**src/core/xlat_check_defines.svh**
```systemverilog
`ifndef XLAT_CHECK_DEFINES_SVH
`define XLAT_CHECK_DEFINES_SVH

// bus geometry
`define ADDR_W          8
`define DATA_W          32
`define WORD_W          16
`define BYTE_W          8

// register byte offsets
`define REG_CTRL        8'h00
`define REG_PTR         8'h04
`define REG_BASE        8'h08
`define REG_TALLY       8'h0C
`define REG_FLAGS       8'h10
`define REG_PC          8'h14
`define REG_SAVED_PC    8'h18
`define REG_STATUS      8'h1C
`define REG_WORD1       8'h20

// control fields
`define CTRL_START_BIT  0
`define CTRL_VAR_LSB    1
`define CTRL_VAR_MSB    2

// flag byte layout
`define FLAG_C          7
`define FLAG_Z          6
`define FLAG_S          5
`define FLAG_V          4
`define FLAG_D          3
`define FLAG_H          2

// status fields
`define STAT_BUSY       0
`define STAT_INTR       1

// reset values
`define RST_WORD        16'h0000
`define RST_BYTE        8'h00

// timing in clock cycles
`define CNT_W           4
`define SETUP_CYC       4'hB
`define STEP_CYC        4'hE
`define INT_CYC         4'h7
`define CNT_ONE         4'h1
`define CNT_ZERO        4'h0

// responses
`define RESP_OKAY       2'h0
`define RESP_SLVERR     2'h2

`endif

```
**src/core/xlat_check_pkg.sv**
```systemverilog
package xlat_check_pkg;

    typedef enum logic [1:0] {
        xlat_check_up_single,
        xlat_check_up_repeat,
        xlat_check_down_repeat,
        variant_spare
    } variant_type;

    typedef enum logic [1:0] {
        st_idle,
        st_setup,
        st_step,
        st_int
    } state_type;

endpackage : xlat_check_pkg

```
**src/core/fetch_if.sv**
```systemverilog
`timescale 1ns/10ps
`include "xlat_check_defines.svh"

interface fetch_if;
    logic                 req;
    logic [`WORD_W-1:0]   addr;
    logic                 done;
    logic [`BYTE_W-1:0]   data;

    modport requester (output req, output addr, input done, input data);
    modport server    (input req, input addr, output done, output data);
endinterface : fetch_if

```
**src/core/byte_fetcher.sv**
```systemverilog
`timescale 1ns/10ps
`include "xlat_check_defines.svh"

module byte_fetcher (
    // clock and reset
    input  wire logic                aclk,
    input  wire logic                aresetn,
    // engine side
    fetch_if.server                  fetch,
    // memory read port
    output      logic                mem_rd_req,
    output      logic [`WORD_W-1:0]  mem_addr,
    input  wire logic [`BYTE_W-1:0]  mem_rdata,
    input  wire logic                mem_rvalid
);

    ////////////////////////////////////////////////////////////////////////
    // read-only port: no write strobe exists, string and table stay intact [RQ9]
    always_ff @(posedge aclk)
    begin
        if (!aresetn)
            mem_rd_req <= 1'b0;
        else if (fetch.req)
            mem_rd_req <= 1'b1;
        else if (mem_rvalid)
            mem_rd_req <= 1'b0;
    end

    always_ff @(posedge aclk)
    begin
        if (!aresetn)
            mem_addr <= `RST_WORD;
        else if (fetch.req)
            mem_addr <= fetch.addr;
    end

    always_ff @(posedge aclk)
    begin
        if (!aresetn)
            fetch.data <= `RST_BYTE;
        else if (mem_rd_req && mem_rvalid)
            fetch.data <= mem_rdata;
    end

    always_ff @(posedge aclk)
    begin
        if (!aresetn)
            fetch.done <= 1'b0;
        else
            fetch.done <= mem_rd_req && mem_rvalid;
    end

endmodule : byte_fetcher

```
**src/core/xlat_check_unit.sv**
```systemverilog
// Operation
// RQ1: after each step Z is set when translated byte is zero; C,S,D,H untouched.
// RQ2: after each step V is set when the decremented tally is zero.
// RQ3: repeating forms take 11 cycles plus 14 per byte tested.
// RQ4: repeating forms take interrupts only at a step boundary.
// RQ5: the start-of-instruction program counter is saved before an interrupt.
// RQ6: each accepted interrupt adds seven cycles.
// RQ7: table address is base plus target byte zero-extended, wrapping.
// RQ8: the table byte is written to the high byte of word register one.
// RQ9: string and table memory are only ever read.
// RQ10: increment variants add one to the string pointer after the fetch.
// RQ11: after the pointer update every variant decrements the tally.
// RQ12: repeat until a nonzero translation or the tally reaches zero.
// RQ13: 1 to 65536 bytes; a zero tally wraps to the maximum.
// RQ14: the decrement variant subtracts one from the string pointer.
// RQ15: at an interrupt boundary all registers reflect completed steps exactly.
// RQ16: the table base register is never changed by the instruction.
`timescale 1ns/10ps
`include "xlat_check_defines.svh"

module xlat_check_unit (
    // clock and reset
    input  wire logic                aclk,
    input  wire logic                aresetn,
    // axi4-lite write
    input  wire logic [`ADDR_W-1:0]  s_axi_awaddr,
    input  wire logic                s_axi_awvalid,
    output      logic                s_axi_awready,
    input  wire logic [`DATA_W-1:0]  s_axi_wdata,
    input  wire logic [3:0]          s_axi_wstrb,
    input  wire logic                s_axi_wvalid,
    output      logic                s_axi_wready,
    output      logic [1:0]          s_axi_bresp,
    output      logic                s_axi_bvalid,
    input  wire logic                s_axi_bready,
    // axi4-lite read
    input  wire logic [`ADDR_W-1:0]  s_axi_araddr,
    input  wire logic                s_axi_arvalid,
    output      logic                s_axi_arready,
    output      logic [`DATA_W-1:0]  s_axi_rdata,
    output      logic [1:0]          s_axi_rresp,
    output      logic                s_axi_rvalid,
    input  wire logic                s_axi_rready,
    // memory read port
    output      logic                mem_rd_req,
    output      logic [`WORD_W-1:0]  mem_addr,
    input  wire logic [`BYTE_W-1:0]  mem_rdata,
    input  wire logic                mem_rvalid,
    // interrupt boundary
    input  wire logic                irq_req,
    output      logic                irq_ack,
    output      logic                busy
);

    fetch_if fetch ();

    byte_fetcher u_fetch (
        .aclk       (aclk),
        .aresetn    (aresetn),
        .fetch      (fetch.server),
        .mem_rd_req (mem_rd_req),
        .mem_addr   (mem_addr),
        .mem_rdata  (mem_rdata),
        .mem_rvalid (mem_rvalid)
    );

    function automatic logic [`WORD_W-1:0] addr_add(input logic [`WORD_W-1:0] a,
                                                    input logic [`WORD_W-1:0] d);
        addr_add = a + d;
    endfunction : addr_add

    function automatic logic [`WORD_W-1:0] merge16(input logic [`WORD_W-1:0] old,
                                                   input logic [`DATA_W-1:0] wd,
                                                   input logic [3:0]         st);
        merge16 = {st[1] ? wd[15:8] : old[15:8], st[0] ? wd[7:0] : old[7:0]};
    endfunction : merge16

    ////////////////////////////////////////////////////////////////////////
    // architectural state
    xlat_check_pkg::state_type    state_r;
    xlat_check_pkg::variant_type  variant_r;
    logic [`CNT_W-1:0]            cyc_r;
    logic [`WORD_W-1:0]           ptr_r;
    logic [`WORD_W-1:0]           base_r;
    logic [`WORD_W-1:0]           tally_r;
    logic [`WORD_W-1:0]           pc_r;
    logic [`WORD_W-1:0]           saved_pc_r;
    logic [`BYTE_W-1:0]           flags_r;
    logic [`BYTE_W-1:0]           xbyte_r;
    logic [`BYTE_W-1:0]           low1_r;
    logic [`BYTE_W-1:0]           new_r;
    logic                         tgt_got_r;
    logic                         tbl_got_r;
    logic                         intr_r;

    // bus state
    logic                         aw_held_r;
    logic                         w_held_r;
    logic [`ADDR_W-1:0]           awaddr_r;
    logic [`DATA_W-1:0]           wdata_r;
    logic [3:0]                   wstrb_r;

    logic                         wr_go;
    logic                         wr_hit;
    logic                         start_go;
    logic                         step_done;
    logic                         stop_now;
    logic [`WORD_W-1:0]           tally_dec;

    ////////////////////////////////////////////////////////////////////////
    // axi4-lite write channel
    assign s_axi_awready = !aw_held_r && !s_axi_bvalid;
    assign s_axi_wready  = !w_held_r && !s_axi_bvalid;
    assign wr_go         = aw_held_r && w_held_r && !s_axi_bvalid;
    assign wr_hit        = (awaddr_r == `REG_CTRL) || (awaddr_r == `REG_PTR)
                        || (awaddr_r == `REG_BASE) || (awaddr_r == `REG_TALLY)
                        || (awaddr_r == `REG_FLAGS) || (awaddr_r == `REG_PC)
                        || (awaddr_r == `REG_WORD1);
    // engine owns its registers while running, so bus writes then are dropped
    assign start_go = wr_go && !busy && (awaddr_r == `REG_CTRL)
                   && wstrb_r[0] && wdata_r[`CTRL_START_BIT];

    always_ff @(posedge aclk)
    begin
        if (!aresetn)
        begin
            aw_held_r <= 1'b0;
            awaddr_r  <= `RST_BYTE;
        end
        else if (s_axi_awvalid && s_axi_awready)
        begin
            aw_held_r <= 1'b1;
            awaddr_r  <= s_axi_awaddr;
        end
        else if (wr_go)
            aw_held_r <= 1'b0;
    end

    always_ff @(posedge aclk)
    begin
        if (!aresetn)
        begin
            w_held_r <= 1'b0;
            wdata_r  <= {`DATA_W{1'b0}};
            wstrb_r  <= 4'h0;
        end
        else if (s_axi_wvalid && s_axi_wready)
        begin
            w_held_r <= 1'b1;
            wdata_r  <= s_axi_wdata;
            wstrb_r  <= s_axi_wstrb;
        end
        else if (wr_go)
            w_held_r <= 1'b0;
    end

    always_ff @(posedge aclk)
    begin
        if (!aresetn)
        begin
            s_axi_bvalid <= 1'b0;
            s_axi_bresp  <= `RESP_OKAY;
        end
        else if (wr_go)
        begin
            s_axi_bvalid <= 1'b1;
            s_axi_bresp  <= wr_hit ? `RESP_OKAY : `RESP_SLVERR;
        end
        else if (s_axi_bready)
            s_axi_bvalid <= 1'b0;
    end

    ////////////////////////////////////////////////////////////////////////
    // axi4-lite read channel
    assign s_axi_arready = !s_axi_rvalid;

    always_ff @(posedge aclk)
    begin
        if (!aresetn)
        begin
            s_axi_rvalid <= 1'b0;
            s_axi_rdata  <= {`DATA_W{1'b0}};
            s_axi_rresp  <= `RESP_OKAY;
        end
        else if (s_axi_arvalid && s_axi_arready)
        begin
            s_axi_rvalid <= 1'b1;
            s_axi_rresp  <= `RESP_OKAY;
            case (s_axi_araddr)
                `REG_CTRL:     s_axi_rdata <= {29'h0, variant_r, 1'b0};
                `REG_PTR:      s_axi_rdata <= {16'h0, ptr_r};
                `REG_BASE:     s_axi_rdata <= {16'h0, base_r};
                `REG_TALLY:    s_axi_rdata <= {16'h0, tally_r};
                `REG_FLAGS:    s_axi_rdata <= {24'h0, flags_r};
                `REG_PC:       s_axi_rdata <= {16'h0, pc_r};
                `REG_SAVED_PC: s_axi_rdata <= {16'h0, saved_pc_r};
                `REG_STATUS:   s_axi_rdata <= {30'h0, intr_r, busy};
                `REG_WORD1:    s_axi_rdata <= {16'h0, xbyte_r, low1_r};
                default:
                begin
                    s_axi_rdata <= {`DATA_W{1'b0}};
                    s_axi_rresp <= `RESP_SLVERR;
                end
            endcase
        end
        else if (s_axi_rready)
            s_axi_rvalid <= 1'b0;
    end

    ////////////////////////////////////////////////////////////////////////
    // sequencing
    assign busy      = (state_r != xlat_check_pkg::st_idle);
    // a step closes only at its last cycle, so registers never show half a step [RQ4]
    assign step_done = (state_r == xlat_check_pkg::st_step)
                    && (cyc_r == `STEP_CYC - `CNT_ONE) && tbl_got_r;
    assign tally_dec = addr_add(tally_r, 16'hFFFF); // zero wraps to FFFF [RQ13]
    assign stop_now  = (variant_r == xlat_check_pkg::xlat_check_up_single)
                    || (new_r != `RST_BYTE) || (tally_dec == `RST_WORD); // [RQ12]
    assign irq_ack   = step_done && !stop_now && irq_req; // [RQ4]

    // fetch issue: target at step start, table as soon as target returns
    assign fetch.req  = ((state_r == xlat_check_pkg::st_step) && (cyc_r == `CNT_ZERO))
                     || (fetch.done && !tgt_got_r);
    assign fetch.addr = (cyc_r == `CNT_ZERO) ? ptr_r
                      : addr_add(base_r, {8'h00, fetch.data}); // [RQ7]

    always_ff @(posedge aclk)
    begin
        if (!aresetn)
        begin
            state_r <= xlat_check_pkg::st_idle;
            cyc_r   <= `CNT_ZERO;
        end
        else
        begin
            case (state_r)
                xlat_check_pkg::st_idle:
                begin
                    cyc_r <= `CNT_ZERO;
                    if (start_go)
                        state_r <= xlat_check_pkg::st_setup;
                end
                xlat_check_pkg::st_setup:
                begin
                    cyc_r <= cyc_r + `CNT_ONE;
                    if (cyc_r == `SETUP_CYC - `CNT_ONE) // [RQ3]
                    begin
                        cyc_r   <= `CNT_ZERO;
                        state_r <= xlat_check_pkg::st_step;
                    end
                end
                xlat_check_pkg::st_step:
                begin
                    // slow memory stalls at the last cycle rather than losing a byte
                    if (cyc_r != `STEP_CYC - `CNT_ONE)
                        cyc_r <= cyc_r + `CNT_ONE;
                    if (step_done) // [RQ3]
                    begin
                        cyc_r <= `CNT_ZERO;
                        if (stop_now)
                            state_r <= xlat_check_pkg::st_idle;
                        else if (irq_req)
                            state_r <= xlat_check_pkg::st_int;
                    end
                end
                xlat_check_pkg::st_int:
                begin
                    cyc_r <= cyc_r + `CNT_ONE;
                    if (cyc_r == `INT_CYC - `CNT_ONE) // [RQ6]
                        state_r <= xlat_check_pkg::st_idle;
                end
                default:
                begin
                    state_r <= xlat_check_pkg::st_idle;
                    cyc_r   <= `CNT_ZERO;
                end
            endcase
        end
    end

    always_ff @(posedge aclk)
    begin
        if (!aresetn)
        begin
            tgt_got_r <= 1'b0;
            tbl_got_r <= 1'b0;
            new_r     <= `RST_BYTE;
        end
        else if (fetch.req && (cyc_r == `CNT_ZERO))
        begin
            tgt_got_r <= 1'b0;
            tbl_got_r <= 1'b0;
        end
        else if (fetch.done && !tgt_got_r)
            tgt_got_r <= 1'b1;
        else if (fetch.done && !tbl_got_r)
        begin
            tbl_got_r <= 1'b1;
            new_r     <= fetch.data;
        end
    end

    ////////////////////////////////////////////////////////////////////////
    // programmer-visible registers, all updated together at step close [RQ15]
    always_ff @(posedge aclk)
    begin
        if (!aresetn)
        begin
            ptr_r   <= `RST_WORD;
            tally_r <= `RST_WORD;
            flags_r <= `RST_BYTE;
            xbyte_r <= `RST_BYTE;
            low1_r  <= `RST_BYTE;
        end
        else if (step_done)
        begin
            xbyte_r <= new_r; // [RQ8]
            flags_r[`FLAG_Z] <= (new_r == `RST_BYTE); // [RQ1]
            flags_r[`FLAG_V] <= (tally_dec == `RST_WORD); // [RQ2]
            tally_r <= tally_dec; // [RQ11]
            if (variant_r == xlat_check_pkg::xlat_check_down_repeat)
                ptr_r <= addr_add(ptr_r, 16'hFFFF); // [RQ14]
            else
                ptr_r <= addr_add(ptr_r, 16'h0001); // [RQ10]
        end
        else if (wr_go && !busy)
        begin
            case (awaddr_r)
                `REG_PTR:   ptr_r   <= merge16(ptr_r, wdata_r, wstrb_r);
                `REG_TALLY: tally_r <= merge16(tally_r, wdata_r, wstrb_r);
                `REG_FLAGS: flags_r <= wstrb_r[0] ? wdata_r[7:0] : flags_r;
                `REG_WORD1: {xbyte_r, low1_r} <= merge16({xbyte_r, low1_r}, wdata_r, wstrb_r);
                default:    ptr_r   <= ptr_r;
            endcase
        end
    end

    // base is loaded only by software while idle, never by the engine [RQ16]
    always_ff @(posedge aclk)
    begin
        if (!aresetn)
        begin
            base_r    <= `RST_WORD;
            pc_r      <= `RST_WORD;
            variant_r <= xlat_check_pkg::xlat_check_up_single;
        end
        else if (wr_go && !busy)
        begin
            if (awaddr_r == `REG_BASE)
                base_r <= merge16(base_r, wdata_r, wstrb_r);
            if (awaddr_r == `REG_PC)
                pc_r <= merge16(pc_r, wdata_r, wstrb_r);
            if (start_go)
                variant_r <= xlat_check_pkg::variant_type'(
                             wdata_r[`CTRL_VAR_MSB:`CTRL_VAR_LSB]);
        end
    end

    always_ff @(posedge aclk)
    begin
        if (!aresetn)
        begin
            saved_pc_r <= `RST_WORD;
            intr_r     <= 1'b0;
        end
        else if (irq_ack)
        begin
            saved_pc_r <= pc_r; // [RQ5]
            intr_r     <= 1'b1;
        end
        else if (start_go)
            intr_r <= 1'b0;
    end

    // own tally of setup cycles, so the check does not lean on cyc_r
    logic [`CNT_W-1:0]            setup_seen_r;

    always_ff @(posedge aclk)
    begin
        if (!aresetn)
            setup_seen_r <= `CNT_ZERO;
        else if (state_r == xlat_check_pkg::st_setup)
            setup_seen_r <= setup_seen_r + `CNT_ONE;
        else
            setup_seen_r <= `CNT_ZERO;
    end
endmodule : xlat_check_unit

```
**config.mk**
```make
export PLATFORM = sky130hd
export DESIGN_NAME = xlat_check_unit
export DESIGN_NICKNAME = d
export VERILOG_FILES = /design/src/core/xlat_check_pkg.sv /design/src/core/fetch_if.sv /design/src/core/byte_fetcher.sv /design/src/core/xlat_check_unit.sv
export VERILOG_INCLUDE_DIRS = /design/src /design/src/core
export SDC_FILE = /design/constraint.sdc
export NUM_CORES = 1
export LEC_CHECK = 0
export ABC_AREA = 1
export CORE_ASPECT_RATIO = 0.6
export CORE_MARGIN = 2
export CORE_UTILIZATION = 56
export DETAILED_ROUTE_END_ITERATION = 10
export DONT_BUFFER_PORTS = 1
export PLACE_DENSITY_LB_ADDON = 0.2
export REMOVE_ABC_BUFFERS = 1
export SLEW_MARGIN = 10
export SYNTH_ARGS = -nofsm -noshare
export SYNTH_HDL_FRONTEND = slang
export SYNTH_SLANG_ARGS = --single-unit
```
**constraint.sdc**
```tcl
create_clock -name aclk -period 2.4 [get_ports aclk]
set_input_delay 0.72 -clock aclk [delete_from_list [all_inputs] [get_ports aclk]]
set_output_delay 0.72 -clock aclk [all_outputs]
set_load 0.02 [all_outputs]
```
==> metrics.txt, run 1 <==
die area 19500 µm²; drt via density 5.78; synth unique cells 50; leakage power 0.00515 µW; # nets final 1643; die height 109 µm; Cell Area, Synth 10300 µm²; fmax 0.339 GHz; global-route usage over all layers 0.347; power per cell area 669 nW/µm²; Net Switching 2510 µW; final hold vios 0; DRT Pass-1 Iters 6; Switching Share 0.316; most common cell after layout, fill and taps aside nand2_1; critical path class reg2out; Die Span X 179 µm; Core Footprint 18000 µm²; GRT overflow 0; cells on worst reg2reg path 21; final wirelength 34100 µm; Comb power frac 0.162; CTS tree built; Critical Path AT 2.23 ns; Starting DRT DRC Count 1371; Req. time, crit path 1.68 ns; hold path depth 2; sequential-to-total area share from yosys stat 0.383; ys async rst share 0; CTS sink cnt 197; worst-case vdd ir drop 560 µV; register-to-register setup slack -0.31 ns; reg-to-reg endpoint tally_r[10]; failing checks setup timing; Placement Cell Area 10900 µm²; WHS Endpoint u_fetch.fetch.data[5]; final hold slack 0.430 ns; Clock Path Buffers 2; P_int 5430 µW; sequential share of power 0.465; clk slew on worst S/H paths 0.07 ns; #FFs+latches synth 197; Fillers 1623; Post-Syn Instances 1486; pin count of the biggest net entering global routing 145; Top FF cell, synth dfxtp_1; number of synthesized flops with an enable pin 0; Synth Area per Inst 6.92 µm²; n_diodes 0; min-delay src aresetn; Slew Limit Headroom 0.586; RSZ-0062 raised after global routing yes; Pwr Total 7940 µW; Syn-to-layout area delta 15.5%; DRC Markers 0; Root Buffer clkbuf_16; initial antenna violation count 0; vias in the first global route 9098; crit end category output port; IO Pins 129; Clock H-tree levels 4; Final min period 2.95 ns; design area 11900 µm²; share of cells above drive strength 1 0.136; first-pass GRT wire length 50600 µm; leading cell types in the layout, fill and taps excluded nand2_1 (272), dfxtp_1 (193), a21oi_1 (174); Worst Tran Pin Value 0.618 ns; clock share of power 0.373; Initial Util 0.571; GPL Wtd Cong 1.05; Final WS setup -0.551 ns; latest clock arrival within the worst-skew pair 0.45 ns; Reg-to-Reg Start tally_r[0]; crit path launch type flip-flop; clock skew 0.0117 ns; Num CTS Buffers 17; crit share post-route 1.23; Hold Path Class in2reg; Routed met1 length 15600 µm; met3 wire length 3680 µm; DPL Wire Length 24900 µm; drt wl/cell 19.0 µm; max-cap violation count 0; status finished with violations; PortBufs 0; fin. max-slew vios 0; Setup violations, final 2; DR WL met2 14100 µm; remaining antenna violation count after routing 0; row count 38; routed via count 10374; yosys warns 0; crit path max fanout 5; top sig layer met5
power by group through the flow:
stage | Combinational [µW] | Sequential [µW] | Clock (µW)
finish | 1280 | 3690 | 2970
global route | 1420 | 3710 | 3080
CTS | 1250 | 3690 | 2960
detailed placement | 1250 | 3760 | 0
global placement | 1220 | 3760 | 0
floorplan | 823 | 3710 | 0
layout make-up:
type                            instances  area [µm²]  share of cell area
Multi-Input combinational cell       1070        5560               0.468
Sequential cell                       197        3950               0.332
Timing Repair inverter                  3        15.0             0.00126
Clock inverter                         12         144              0.0121
Clock buffer                           19         453              0.0381
Timing Repair Buffer                   93         840              0.0707
Tap cell                              240         300              0.0253
Inverter                              162         623              0.0524
stage by stage:
stage,worst slack (ns),instances,setup TNS (ns),util
4_1_cts,-0.482,1785,-0.914,0.644
6_report,-0.551,1796,-0.865,0.659
3_5_place_dp,-0.193,1740,-0.451,0.603
5_1_grt,-0.638,1796,-1.68,0.659
3_3_place_gp,-0.200,1740,-0.245,0.603
2_1_floorplan,-0.554,1428,-12.99,-
flip-flops by register name (all words and copies together), names as in the netlist, 16 cells and up:
name and flops:
ptr_r 16, tally_r 16, u_fetch.mem_addr 16, s_axi_rdata 16, base_r 16, saved_pc_r 16, wdata_r 16, pc_r 16
per-layer routing:
layer,up-vias,global-route usage
li1,5026,-
met1,4758,0.519
met2,533,0.503
met3,55,0.0736
met4,2,0.0889
met5,-,0
cells by family after synthesis:
kind of cell	synth area share
and+or+nand+nor	0.243
DFF	0.383
buffers and inverters	0.0991
adders and majority gates	0.0380
xor gates and xnor gates	0.0111
other	0.000365
AOI/OAI and AO/OA	0.225
how the worst max path moves through the flow:
stage / startpoint / to / cells past startpoint
finish: tally_r[0] / irq_ack / 15
CTS: tally_r[1] / irq_ack / 14
global route: tally_r[0] / irq_ack / 15
global placement: tally_r[0] / irq_ack / 14
detailed placement: tally_r[0] / irq_ack / 14
floorplan: cyc_r[1] / irq_ack / 8
timing repair:
item | CTS | global route
endpoints found under the setup margin | 8 | 47
pin swaps | 12 | 19
hold buffers | 0 | 0
gates resized for setup | 19 | 57
cloned | 0 | 5
setup buffers | 14 | 8
synthesized netlist by cell type (2+ instances only):
library cell,number,area [µm²]
o21ai_0,162,811
buf_6,4,45.0
nor2_4,2,22.5
o2111ai_1,6,52.6
buf_4,20,150
o21ai_1,6,30.0
ha_1,28,350
buf_2,14,70.1
fa_1,2,40.0
xor2_1,9,78.8
o22ai_1,6,37.5
nor2_1,182,683
clkbuf_1,34,128
o21a_1,4,30.0
nor2_2,7,43.8
a22oi_1,4,30.0
a211oi_1,15,113
nand2_1,275,1030
or2_2,9,56.3
nand4_1,8,50.1
inv_1,153,574
inv_2,5,18.8
nand3_4,4,70.1
a31oi_1,13,81.3
o31ai_1,8,60.1
nor3_1,16,80.1
nand3_1,74,370
xnor2_1,4,35.0
dfxtp_1,197,3940
a21o_1,4,30.0
nor4_1,2,12.5
buf_1,3,11.3
o211ai_1,9,67.6
a21oi_1,180,901
clkinv_2,2,10.0
worst max-delay path, cell delays in order, from the launching register on:
cell     delay, ns
dfxtp_2       0.33
inv_2         0.07
ha_4          0.13
inv_2         0.04
nor2_4        0.11
nand3_4       0.15
nor2_4        0.14
nor2_2        0.05
nor2_2        0.11
buf_4         0.12
nand2_2       0.05
nor2_2        0.09
nand3_2       0.12
nand4_4       0.10
inv_2         0.04
buf_6         0.12
(Power assumes the default switching activity.)
==> inputs of run 2 (changes only) <==
- SKIP_CTS_REPAIR_TIMING: unset -> 1
- clock period: 2.4 -> 3.5 ns (I/O delays scaled with it)
==> run 2 against run 1 <==
Compared with the run above: the run now ends clean; global-route usage down 1.0 points; sequential share of layout area grew 2.5 points; worst hold slack improved by 0.035 ns; clock power fell by 33%; total power is 33% lower; via count is 3.9% lower; critical path depth fell by 1; register-to-register slack improved by 1.1 ns; core utilization is 4.7 points lower; critical endpoint unchanged.
==> metrics.txt, run 2 (synthesized netlist as in run 1, its figures left out) <==
status complete, no violations (was finished with violations); hold path depth 2 (unchanged); Worst Tran Pin Value 0.812 ns (was 0.618 ns); worst-case vdd ir drop 364 µV (was 560 µV); DRT Pass-1 Iters 7 (was 6); Clock H-tree levels 4 (unchanged); n_diodes 0 (unchanged); crit end category output port (unchanged); Critical Path AT 2.32 ns (was 2.23 ns); leakage power 0.00471 µW (was 0.00515 µW); fin. max-slew vios 0 (unchanged); clock skew 0.0112 ns (was 0.0117 ns); DPL Wire Length 23700 µm (was 24900 µm); leading cell types in the layout, fill and taps excluded nand2_1 (275), dfxtp_1 (196), a21oi_1 (180) (was nand2_1 (272), dfxtp_1 (193), a21oi_1 (174)); drt wl/cell 18.7 µm (was 19.0 µm); Final WS setup 0.131 ns (was -0.551 ns); GRT overflow 0 (unchanged); Hold Path Class reg2reg (was in2reg); global-route usage over all layers 0.337 (was 0.347); drt via density 5.80 (was 5.78); IO Pins 129 (unchanged); Num CTS Buffers 17 (unchanged); die area 19500 µm² (unchanged); crit path launch type flip-flop (unchanged); Starting DRT DRC Count 941 (was 1371); Final min period 3.37 ns; share of cells above drive strength 1 0.0656 (was 0.136); final hold slack 0.465 ns (was 0.430 ns); remaining antenna violation count after routing 0 (unchanged); dpl ws 0.345 ns (was -0.193 ns); first-pass GRT wire length 49300 µm (was 50600 µm); CTS sink cnt 197 (unchanged); P_int 3600 µW (was 5430 µW); Slew Limit Headroom 0.459 (was 0.586); Placement Cell Area 10400 µm² (was 10900 µm²); Initial Util 0.571 (unchanged); design area 11000 µm² (was 11900 µm²); final wirelength 32200 µm (was 34100 µm); Comb power frac 0.153 (was 0.162); pin count of the biggest net entering global routing 145 (unchanged); Pwr Total 5360 µW (was 7940 µW); min-delay src low1_r[6] (was aresetn); Setup violations, final 0 (was 2); sequential share of power 0.473 (was 0.465); cells on worst reg2reg path 10 (was 21); TNS Setup 0 ns (was -0.865 ns); WHS Endpoint low1_r[6] (was u_fetch.fetch.data[5]); initial antenna violation count 0 (unchanged); # nets final 1565 (was 1643); Die Span X 179 µm (unchanged); RSZ-0062 raised after global routing no (was yes); register-to-register setup slack 0.74 ns (was -0.31 ns); crit share post-route 0.963; row count 38 (unchanged); crit path max fanout 6 (was 5); Core Footprint 18000 µm² (unchanged); CTS tree built (unchanged); fmax 0.297 GHz; Net Switching 1760 µW (was 2510 µW); power per cell area 486 nW/µm² (was 669 nW/µm²); Switching Share 0.328 (was 0.316); Clock Path Buffers 2 (unchanged); Syn-to-layout area delta 7.24% (was 15.5%); vias in the first global route 8849 (was 9098); die height 109 µm (unchanged); most common cell after layout, fill and taps aside nand2_1 (unchanged); Req. time, crit path 2.45 ns (was 1.68 ns); final hold vios 0 (unchanged); clock share of power 0.374 (was 0.373); critical path class reg2out (unchanged); Root Buffer clkbuf_16 (unchanged); latest clock arrival within the worst-skew pair 0.45 ns (about the same); GPL Wtd Cong 1.04 (was 1.05); Fillers 1669 (was 1623); max-cap violation count 0 (unchanged); Reg-to-Reg Start cyc_r[0] (was tally_r[0]); PortBufs 0 (unchanged); reg-to-reg endpoint u_fetch.mem_addr[1] (was tally_r[10]); clk slew on worst S/H paths 0.07 ns (about the same); routed via count 9970 (was 10374); DRC Markers 0 (unchanged)
run 2: changes by cell type in the layout (fill, tap and decap cells not counted), moves of 4 or more:
| cell | previous run | this run |
|---|---|---|
| buf_6 | 13 | 0 |
| nor2_1 | 167 | 179 |
| a21oi_2 | 6 | 0 |
| buf_12 | 6 | 0 |
| buf_4 | 73 | 19 |
| nor2_2 | 17 | 7 |
| o21ai_1 | 10 | 6 |
| inv_1 | 145 | 151 |
| inv_2 | 13 | 7 |
| o21ai_0 | 158 | 162 |
| a21oi_1 | 174 | 180 |
run 2: stage by stage:
stage	std cells	util
6_report	1719	0.612
4_1_cts	1718	0.609
3_5_place_dp	1686	0.576
2_1_floorplan	1428	-
3_3_place_gp	1686	0.576
5_1_grt	1719	0.612
run 2: layer usage:
layer	vias up	share of wire	global-route usage
met5	-	0	0
met4	0	0.021	0.109
met3	52	0.10	0.0816
met2	449	0.41	0.485
met1	4598	0.46	0.492
li1	4871	-	-
run 2: worst max path at each step:
stage	startpoint	endpoint	slack (ns)
2_1_floorplan	cyc_r[1]	irq_ack	0.22
6_report	tally_r[0]	irq_ack	0.13
3_5_place_dp	tally_r[0]	irq_ack	0.35
5_1_grt	tally_r[0]	irq_ack	0.02
4_1_cts	tally_r[0]	irq_ack	-0.14
3_3_place_gp	tally_r[0]	irq_ack	0.38
run 2: final cells by class:
cell class,count,area [µm²],area share
clock buffers,17,425,0.0386
clock inverters,15,168,0.0152
repair buffers,19,143,0.0129
well taps,240,300,0.0272
multi-input cells,1069,5430,0.493
flip-flops and latches,197,3950,0.358
inverters,162,616,0.0558
run 2: power by group through the flow:
stage | clock network [µW] | registers [µW] | logic [µW]
5_1_grt | 2090 | 2540 | 912
4_1_cts | 2010 | 2530 | 809
6_report | 2000 | 2530 | 820
3_5_place_dp | 0 | 2580 | 807
2_1_floorplan | 0 | 2540 | 565
3_3_place_gp | 0 | 2580 | 790
run 2: worst max-delay path, stage by stage (launching register included):
cell and delay [ns]:
dfxtp_2 0.36, inv_2 0.12, ha_4 0.16, inv_1 0.06, nor2_4 0.12, nand3_1 0.11
nand2_1 0.08, nand2_1 0.07, nor2_1 0.12, nand2_1 0.09, nor2_4 0.15, nand3_2 0.14
nand4_4 0.10, inv_1 0.05, buf_4 0.15
